## src/design/cgr_consts.vh

```
// constants for the clock generator status and identification register page
`ifndef CGR_CONSTS_VH
`define CGR_CONSTS_VH
// ***************************************************************
// register offsets (low byte)
// ***************************************************************
`define CGR_OFS_DIE_REVISION 8'h00
`define CGR_OFS_PAGE_SELECT 8'h01
`define CGR_OFS_PART_LOW 8'h02
`define CGR_OFS_PART_HIGH 8'h03
`define CGR_OFS_SPEED_GRADE 8'h04
`define CGR_OFS_DEVICE_REV 8'h05
`define CGR_OFS_TOOL0 8'h06
`define CGR_OFS_TOOL1 8'h07
`define CGR_OFS_TOOL2 8'h08
`define CGR_OFS_TEMP_GRADE 8'h09
`define CGR_OFS_PACKAGE 8'h0a
`define CGR_OFS_TARGET_ADDR 8'h0b
`define CGR_OFS_LIVE_STATUS 8'h0c
`define CGR_OFS_INPUT_LOSS 8'h0d
`define CGR_OFS_STICKY_FAULT 8'h11
`define CGR_OFS_STICKY_LOSS 8'h12
`define CGR_OFS_FAULT_MASK 8'h17
`define CGR_OFS_READY 8'hff
// ***************************************************************
// field layouts and reset values
// ***************************************************************
`define CGR_FAULT_BITS 8'h2f
`define CGR_LOSS_BITS 8'h0f
`define CGR_ADDR_FIELD 8'h7c
`define CGR_RST_PAGE 8'h00
`define CGR_RST_ADDR_UPPER 5'h1d
`define CGR_RST_MASK 8'h00
`endif

```

## src/design/cgr_regs.v

```verilog
// status and identification register page of the clock generator
`timescale 1ns/1ps
`include "cgr_consts.vh"
module cgr_regs #(
  parameter [3:0] DIE_REVISION = 4'h0,
  // base part digits, value arbitrary
  parameter [15:0] BASE_PART_DIGITS = 16'h1234,
  parameter [7:0] SPEED_GRADE = 8'h00,
  parameter [7:0] DEVICE_REVISION = 8'h00,
  parameter [23:0] TOOL_VERSION = 24'h00_0000,
  parameter [7:0] TEMP_GRADE = 8'h00,
  parameter [7:0] PACKAGE_CODE = 8'h00
) (
  input wire clock,
  input wire rstn,
  input wire [15:0] reg_addr,
  input wire reg_wr,
  input wire reg_rd,
  input wire [7:0] reg_wdata,
  output reg [7:0] reg_rdata,
  output reg reg_addr_hit,
  output wire [7:0] current_page,
  input wire calibration_in_progress,
  input wire crystal_input_signal_loss,
  input wire detector_reference_missing,
  input wire pll_unlocked,
  input wire bus_timeout,
  input wire [3:0] per_input_signal_loss,
  input wire device_ready,
  input wire address_select_pin_high,
  input wire address_select_pin_low,
  output reg [6:0] serial_target_address,
  output reg irq_n
);
  // ***************************************************************
  // pin synchronisers
  // ***************************************************************
  // status lines come from analog monitors on other clocks; three stages,
  // and a change is taken only when stages two and three agree
  // bit map: 0..4 status, 8:5 input loss, 9 ready, 10 pin low, 11 pin high
  wire [11:0] raw_w;
  reg [11:0] s1_q;
  reg [11:0] s2_q;
  reg [11:0] s3_q;
  reg [11:0] clean_q;
  reg [11:0] clean_d;
  integer i;
  assign raw_w = {address_select_pin_high, address_select_pin_low, device_ready, per_input_signal_loss,
                  bus_timeout, pll_unlocked, detector_reference_missing, crystal_input_signal_loss,
                  calibration_in_progress};
  // sync chain
  always @(posedge clock or negedge rstn)
  begin
    if (!rstn)
    begin
      s1_q <= 12'h000;
      s2_q <= 12'h000;
      s3_q <= 12'h000;
    end
    else
    begin
      s1_q <= raw_w;
      s2_q <= s1_q;
      s3_q <= s2_q;
    end
  end
  // agreement filter
  always @*
  begin
    for (i = 0; i < 12; i = i + 1)
      clean_d[i] = (s2_q[i] == s3_q[i]) ? s3_q[i] : clean_q[i];
  end
  always @(posedge clock or negedge rstn)
  begin
    if (!rstn)
      clean_q <= 12'h000;
    else
      clean_q <= clean_d;
  end
  // ***************************************************************
  // live views
  // ***************************************************************
  wire [7:0] live_fault_w;
  wire [7:0] live_loss_w;
  // bit 4 of the status byte is unused and reads zero
  assign live_fault_w = {2'b00, clean_q[4], 1'b0, clean_q[3:0]};
  assign live_loss_w = {4'h0, clean_q[8:5]};
  // ***************************************************************
  // write decode
  // ***************************************************************
  // low byte picks the register; page 0 holds everything except the page
  // select and ready byte, which appear on every page
  function is_reg;
    input [15:0] addr;
    input [7:0] page;
    input [7:0] ofs;
    begin
      is_reg = (addr[15:8] == page) && (addr[7:0] == ofs);
    end
  endfunction
  reg [7:0] page_q;
  reg [4:0] addr_upper_q;
  reg [7:0] sticky_fault_q;
  reg [7:0] sticky_loss_q;
  reg [7:0] mask_q;
  wire on_page0;
  wire wr_page;
  wire wr_addr;
  wire wr_sfault;
  wire wr_sloss;
  wire wr_mask;
  assign on_page0 = (page_q == 8'h00);
  assign wr_page = reg_wr && (reg_addr[7:0] == `CGR_OFS_PAGE_SELECT);
  assign wr_addr = reg_wr && on_page0 && is_reg(reg_addr, 8'h00, `CGR_OFS_TARGET_ADDR);
  assign wr_sfault = reg_wr && on_page0 && is_reg(reg_addr, 8'h00, `CGR_OFS_STICKY_FAULT);
  assign wr_sloss = reg_wr && on_page0 && is_reg(reg_addr, 8'h00, `CGR_OFS_STICKY_LOSS);
  assign wr_mask = reg_wr && on_page0 && is_reg(reg_addr, 8'h00, `CGR_OFS_FAULT_MASK);
  // ***************************************************************
  // writable state
  // ***************************************************************
  // page select: the upper address byte of the access must equal the
  // current page; the page byte itself is the current page number
  always @(posedge clock or negedge rstn)
  begin
    if (!rstn)
      page_q <= `CGR_RST_PAGE;
    else if (wr_page && reg_addr[15:8] == page_q)
      page_q <= reg_wdata;
  end
  assign current_page = page_q;
  // target address upper bits and interrupt masks
  always @(posedge clock or negedge rstn)
  begin
    if (!rstn)
    begin
      addr_upper_q <= `CGR_RST_ADDR_UPPER;
      mask_q <= `CGR_RST_MASK;
    end
    else
    begin
      if (wr_addr)
        addr_upper_q <= reg_wdata[6:2];
      if (wr_mask)
        mask_q <= reg_wdata & `CGR_FAULT_BITS;
    end
  end
  // sticky flags: a set in the same cycle as a clearing write wins, so
  // no event is lost; writing one keeps a flag as it is
  always @(posedge clock or negedge rstn)
  begin
    if (!rstn)
    begin
      sticky_fault_q <= 8'h00;
      sticky_loss_q <= 8'h00;
    end
    else
    begin
      sticky_fault_q <= (wr_sfault ? (sticky_fault_q & reg_wdata) : sticky_fault_q)
                        | live_fault_w;
      sticky_loss_q <= (wr_sloss ? (sticky_loss_q & reg_wdata) : sticky_loss_q)
                       | live_loss_w;
    end
  end
  // serial target address: upper bits from register, lower from pins
  always @(posedge clock or negedge rstn)
  begin
    if (!rstn)
      serial_target_address <= 7'h00;
    else
      serial_target_address <= {addr_upper_q, clean_q[11:10]};
  end
  // interrupt output, registered to keep it glitch free
  always @(posedge clock or negedge rstn)
  begin
    if (!rstn)
      irq_n <= 1'b1;
    else
      irq_n <= ~(|(sticky_fault_q & ~mask_q & `CGR_FAULT_BITS));
  end
  // ***************************************************************
  // read mux
  // ***************************************************************
  // read-only fields are parameters or live views, so writes to them have
  // no target and fall away
  reg [7:0] rd_d;
  reg hit_d;
  always @*
  begin
    rd_d = 8'h00;
    hit_d = 1'b1;
    if (reg_addr[15:8] != page_q)
      hit_d = 1'b0;
    else if (reg_addr[7:0] == `CGR_OFS_PAGE_SELECT)
      rd_d = page_q;
    else if (reg_addr[7:0] == `CGR_OFS_READY)
      rd_d = {7'h00, clean_q[9]};
    else if (!on_page0)
      hit_d = 1'b0;
    else
    begin
      case (reg_addr[7:0])
        `CGR_OFS_DIE_REVISION: rd_d = {4'h0, DIE_REVISION};
        `CGR_OFS_PART_LOW: rd_d = BASE_PART_DIGITS[7:0];
        `CGR_OFS_PART_HIGH: rd_d = BASE_PART_DIGITS[15:8];
        `CGR_OFS_SPEED_GRADE: rd_d = SPEED_GRADE;
        `CGR_OFS_DEVICE_REV: rd_d = DEVICE_REVISION;
        `CGR_OFS_TOOL0: rd_d = TOOL_VERSION[7:0];
        `CGR_OFS_TOOL1: rd_d = TOOL_VERSION[15:8];
        `CGR_OFS_TOOL2: rd_d = TOOL_VERSION[23:16];
        `CGR_OFS_TEMP_GRADE: rd_d = TEMP_GRADE;
        `CGR_OFS_PACKAGE: rd_d = PACKAGE_CODE;
        `CGR_OFS_TARGET_ADDR: rd_d = {1'b0, addr_upper_q, 2'b00};
        `CGR_OFS_LIVE_STATUS: rd_d = live_fault_w;
        `CGR_OFS_INPUT_LOSS: rd_d = live_loss_w;
        `CGR_OFS_STICKY_FAULT: rd_d = sticky_fault_q;
        `CGR_OFS_STICKY_LOSS: rd_d = sticky_loss_q;
        `CGR_OFS_FAULT_MASK: rd_d = mask_q;
        default: hit_d = 1'b0;
      endcase
    end
  end
  // read data registered one cycle after the strobe
  always @(posedge clock or negedge rstn)
  begin
    if (!rstn)
    begin
      reg_rdata <= 8'h00;
      reg_addr_hit <= 1'b0;
    end
    else if (reg_rd)
    begin
      reg_rdata <= rd_d;
      reg_addr_hit <= hit_d;
    end
  end
endmodule

```

## config.mk

```make
export PLATFORM = sky130hd
export DESIGN_NAME = cgr_regs
export DESIGN_NICKNAME = d
export VERILOG_FILES = /design/src/design/cgr_regs.v
export VERILOG_INCLUDE_DIRS = /design/src /design/src/design
export SDC_FILE = /design/constraint.sdc
export NUM_CORES = 1
export LEC_CHECK = 0
export BUFFER_PORTS_ARGS = -buffer_cell sky130_fd_sc_hd__buf_2
export CORE_AREA = 2 2 104 106
export DETAILED_ROUTE_END_ITERATION = 8
export DIE_AREA = 0 0 106 108
export PLACE_DENSITY_LB_ADDON = 0.25
export RECOVER_POWER = 100
export SYNTH_ARGS = -nofsm -noshare
export SYNTH_HDL_FRONTEND = slang
export SYNTH_SLANG_ARGS = --single-unit
```

## constraint.sdc

```tcl
create_clock -name clock -period 2.6 [get_ports clock]
set_clock_uncertainty 0.1 [all_clocks]
set_input_delay 0.26 -clock clock [delete_from_list [all_inputs] [get_ports clock]]
set_output_delay 0.26 -clock clock [all_outputs]
set_load 0.005 [all_outputs]
```

==> results.md <==
Floorplan:
- The die covers 0.0114 mm².
- In this run the horizontal extent of the chip is 106 µm.
- The initialized floorplan defines 37 standard-cell rows.
- During I/O placement, the number of pins put on the boundary was 65.
- In this run the vertical extent of the chip is 108 µm.
- The floorplan step defined a core boundary enclosing 0.0102 mm².
- The effective utilization at floorplan is 0.391.

Placed design:
- In this run the tool buffered the top-level ports with 64 buffer cells.
- The placer congestion estimate is 0.824.
- The placement-stage cell area is 0.00447 mm².
- The detailed placer's ending HPWL is 6240 µm.

Synthesis:
- The share of the yosys chip area belonging to registers is 0.621.
- The fraction of the mapped netlist area in adder cells is 0.0300.
- Of the total synthesized cell area, the portion taken by AND, OR, NAND and NOR gates is 0.132.
- Synthesis handed over a netlist of 300 instances.
- The number of register bits inferred by synthesis is 99.
- The fraction of the mapped netlist area in compound gates is 0.119.
- The synthesized design contains 0 enable-type register cells.
- After synthesis, the netlist uses 54 different library cells.
- In this run the mean area of a mapped cell was 13.3 µm².
- The fraction of synthesized cell area in xor and xnor cells is 0.0175.
- After synthesis the cells add up to 0.00400 mm².
- The most used flip-flop cell after synthesis is sky130_fd_sc_hd__dfrtp_1.
- The combinational family with the most area after synthesis is simple AND/OR/NAND/NOR gates.
- The mux contribution to synthesized area is 0.0616.
- Yosys printed 0 warnings.
- The fraction of registers with async set or reset after synthesis is 1.00.
- Counting every net in the synthesized netlist gives 340.

Power:
- The maximum resistive drop on vdd is 0.299 mV.
- Power spread over the standard cell area amounts to 593 mW/mm².
- The analysis attributes to cell leakage a power of 2.11 nW.

CTS:
- After clock tree synthesis, the clock-pin slew on the worst setup and hold paths is 0.10 ns.
- No sink is reached through more buffers than the 2 on the longest clock path.
- The number of clock buffers added by TritonCTS is 9.
- The clock sink total is 99.
- Post-CTS timing repair inserted 0 buffers for setup.
- The H-tree generated during clock tree synthesis spans 3 levels.
- The number of gates resized after cts is 0.
- The clock root buffer master is sky130_fd_sc_hd__clkbuf_8.
- The clock latency reported for the late side of the worst-skew pair is 0.37 ns.
- TritonCTS built the clock tree.
- Buffers inserted to repair hold after CTS numbered 13.

GRT:
- The via count of the first global-routing pass is 2819.
- The first global-routing pass estimated 14500 µm of wire.
- The overall track demand over capacity in global routing is 0.163.
- The largest net degree at the start of global routing is 57.
- The number of antenna violations at the first check in global routing came to 0.
- The total overflow left after global routing is 0.

Critical path:
- The critical path data arrival time is 2.35 ns.
- The kind of cell with the highest combined delay on the critical path is simple AND/OR/NAND/NOR gates.
- The delay contributed by the slowest stage of the critical path is 0.56 ns.
- The highest fanout seen on the critical path is 5.
- The cell at the slowest stage of the critical path is sky130_fd_sc_hd__or4_1.
- Counting buffers and inverters, the worst setup path is 5 cells deep.
- The critical path contains buffers and inverters numbering 0 combined.
- For the worst setup path, the data required time is 2.74 ns.
- Counting cells, the worst reg-to-reg path comes to 5.
- The element type at the critical path start is a register.
- Walking the worst path, the cells encountered are or4_1 > nor2_1 > nand2_1 > nor2_4 > mux2_2.
- The kind of end point of the critical path is a register.
- The critical path is of the register to register type.

Route:
- The final antenna-violating net count is 0.
- The ratio of routed vias to standard cells is 5.22.
- Before antenna repair, the detailed router went through 4 iterations.
- In this run, the number of DRC markers left after iteration 0 of detailed routing was 151.
- After detailed routing, the number of remaining DRC violations is 0.
- In the final routed layout, each cell accounts on average for 16.8 µm.
- The final route contains 2732 vias.
- The overall routed net length is 8780 µm.

Finish:
- The filler cells instantiated in the layout total 965.
- The net count reported at finish is 422.
- 0 antenna diodes ended up in the layout.
- From synthesis to final layout, the design area changed by 19.2%.
- The fraction of final layout cells sized beyond drive strength 1 is 0.279.
- The final non-filler cell area is 0.00477 mm².

STA:
- The transition time at the pin with the least slew margin is 1.35 ns.
- The headroom to the max-slew limit is 0.102.
- The count of endpoints failing setup in the final report is 0.
- The final hold violation count came to 0.
- The final count of pins violating max slew came to 0.
- The smallest clock period supported by the final layout is computed as 2.21 ns.
- In the finished design, the share of the clock period the worst path needs comes to 0.848.
- Setup repair after global routing left no endpoint under its margin.
- Derived from the worst setup path, the maximum achievable clock frequency is 453 MHz.
- Summed over all failing endpoints, the final setup total negative slack is 0 ns.

Min path:
- Counting instances, the worst hold path has a depth of 2.
- In this run the worst hold path is classified as input pin to register.

Outcome:
- The flow ran to the end, and the final reports show no timing, DRC or antenna violations.

Run:
- The number of violations of the max-capacitance limit is 0.
[synth_stat cells (2+ instances only)]
| master | n | area (µm²) |
|---|---|---|
| sky130_fd_sc_hd__a211oi_1 | 2 | 15.0 |
| sky130_fd_sc_hd__a21oi_1 | 4 | 20.0 |
| sky130_fd_sc_hd__a221oi_1 | 2 | 17.5 |
| sky130_fd_sc_hd__a22o_1 | 3 | 26.3 |
| sky130_fd_sc_hd__a22oi_1 | 7 | 52.6 |
| sky130_fd_sc_hd__a2bb2oi_1 | 2 | 17.5 |
| sky130_fd_sc_hd__a32o_1 | 4 | 40.0 |
| sky130_fd_sc_hd__a32oi_1 | 3 | 26.3 |
| sky130_fd_sc_hd__and2_1 | 2 | 12.5 |
| sky130_fd_sc_hd__and3_1 | 4 | 25.0 |
| sky130_fd_sc_hd__and4_1 | 3 | 26.3 |
| sky130_fd_sc_hd__and4b_1 | 3 | 30.0 |
| sky130_fd_sc_hd__buf_2 | 7 | 35.0 |
| sky130_fd_sc_hd__clkbuf_1 | 2 | 7.51 |
| sky130_fd_sc_hd__dfrtp_1 | 94 | 2350 |
| sky130_fd_sc_hd__dfstp_2 | 5 | 131 |
| sky130_fd_sc_hd__inv_1 | 7 | 26.3 |
| sky130_fd_sc_hd__maj3_1 | 12 | 120 |
| sky130_fd_sc_hd__mux2_2 | 21 | 236 |
| sky130_fd_sc_hd__nand2_1 | 8 | 30.0 |
| sky130_fd_sc_hd__nand2b_1 | 11 | 68.8 |
| sky130_fd_sc_hd__nand3_1 | 8 | 40.0 |
| sky130_fd_sc_hd__nand4_1 | 3 | 18.8 |
| sky130_fd_sc_hd__nor2_1 | 5 | 18.8 |
| sky130_fd_sc_hd__nor2_4 | 3 | 33.8 |
| sky130_fd_sc_hd__nor2b_1 | 6 | 37.5 |
| sky130_fd_sc_hd__nor3_1 | 6 | 30.0 |
| sky130_fd_sc_hd__nor3_2 | 2 | 20.0 |
| sky130_fd_sc_hd__o211ai_1 | 2 | 15.0 |
| sky130_fd_sc_hd__o21a_1 | 7 | 52.6 |
| sky130_fd_sc_hd__o21ai_0 | 19 | 95.1 |
| sky130_fd_sc_hd__o22ai_1 | 3 | 18.8 |
| sky130_fd_sc_hd__or4_4 | 2 | 22.5 |
| sky130_fd_sc_hd__xnor2_1 | 8 | 70.1 |
[final cells by class]
class	instances	area (µm²)	share of cell area
flip-flops and latches	99	2480	0.521
multi-input cells	183	1410	0.296
repair buffers	81	469	0.0984
well taps	136	170	0.0357
clock buffers	11	141	0.0297
clock inverters	5	61.3	0.0129
inverters	8	30.0	0.00630
[worst register-to-register path, delay by kind of cell, from the launching register on]
kind          cells  cell delay (ns)
mux               1             0.36
flops             1             0.46
simple gates      4             1.18
[cells by family after synthesis]
family	count (synthesis)
fa+ha+maj	12
compound gates	66
simple gates	75
buf+inv	18
xor+xnor	8
flops	99
mux	22
[sequential cells by signal, indices dropped and copies added, names as in the netlist]
signal                 flops
addr_upper_q               5
irq_n                      1
current_page               8
s1_q                      12
s3_q                      12
s2_q                      12
reg_addr_hit               1
reg_rdata                  8
mask_q                     5
clean_q                   12
serial_target_address      7
sticky_fault_q             8
sticky_loss_q              8
[stage by stage]
stage          worst slack, ns  utilization  power [mW]  hold slack (ns)  std cells
2_1_floorplan            0.679            -        1.72           -0.136        300
3_3_place_gp             0.361        0.437        1.83            0.231        494
3_5_place_dp             0.362        0.437        1.83            0.235        494
4_1_cts                  0.480        0.470        2.87           0.0309        523
5_1_grt                  0.232        0.466        2.95           0.0344        523
6_report                 0.395        0.466        2.83           0.0408        523
[layout by cell type (no fill, tap or decap), types with 3 or more instances in the layout]
master,instances
sky130_fd_sc_hd__a21oi_1,4
sky130_fd_sc_hd__a22o_1,3
sky130_fd_sc_hd__a22oi_1,7
sky130_fd_sc_hd__a32o_1,4
sky130_fd_sc_hd__a32oi_1,3
sky130_fd_sc_hd__and3_1,4
sky130_fd_sc_hd__and4_1,3
sky130_fd_sc_hd__and4b_1,3
sky130_fd_sc_hd__buf_2,56
sky130_fd_sc_hd__buf_4,3
sky130_fd_sc_hd__clkbuf_1,8
sky130_fd_sc_hd__clkbuf_8,10
sky130_fd_sc_hd__dfrtp_1,94
sky130_fd_sc_hd__dfstp_1,4
sky130_fd_sc_hd__dlygate4sd3_1,13
sky130_fd_sc_hd__inv_1,7
sky130_fd_sc_hd__maj3_1,12
sky130_fd_sc_hd__mux2_2,21
sky130_fd_sc_hd__nand2_1,9
sky130_fd_sc_hd__nand2b_1,11
sky130_fd_sc_hd__nand3_1,8
sky130_fd_sc_hd__nand4_1,4
sky130_fd_sc_hd__nor2_1,6
sky130_fd_sc_hd__nor2b_1,6
sky130_fd_sc_hd__nor3_1,7
sky130_fd_sc_hd__o21a_1,7
sky130_fd_sc_hd__o21ai_0,19
sky130_fd_sc_hd__o22ai_1,3
sky130_fd_sc_hd__xnor2_1,8
[metal layers]
layer  vias up  share of wire  global-route usage
met3        13          0.059              0.0271
li1       1277              -                   -
met5         -              0                   0
met4         0          0.016              0.0611
met1      1346           0.46               0.222
met2        96           0.47               0.265
[where the power goes]
group	internal, mW	leakage (nW)	switching (mW)	total [mW]
combinational	0.0867	0.807	0.113	0.199
sequential	1.59	1.20	0.0258	1.61
clock	0.477	0.104	0.534	1.01
[worst paths after layout]
kind                       slack (ns)                         from                           to
setup / recovery                 0.39  current_page[1]$_DFFE_PN0P_        mask_q[3]$_DFFE_PN0P_
hold / removal                   0.04                       reg_rd     reg_rdata[4]$_DFFE_PN0P_
setup reg to reg                 0.39  current_page[1]$_DFFE_PN0P_        mask_q[3]$_DFFE_PN0P_
hold reg to reg                  0.25            s1_q[6]$_DFF_PN0_            s2_q[6]$_DFF_PN0_
min in group asynchronous        0.63                         rstn  current_page[5]$_DFFE_PN0P_
max in group asynchronous        0.64                         rstn        mask_q[0]$_DFFE_PN0P_
No activity file was read; power rests on OpenSTA's default activity.
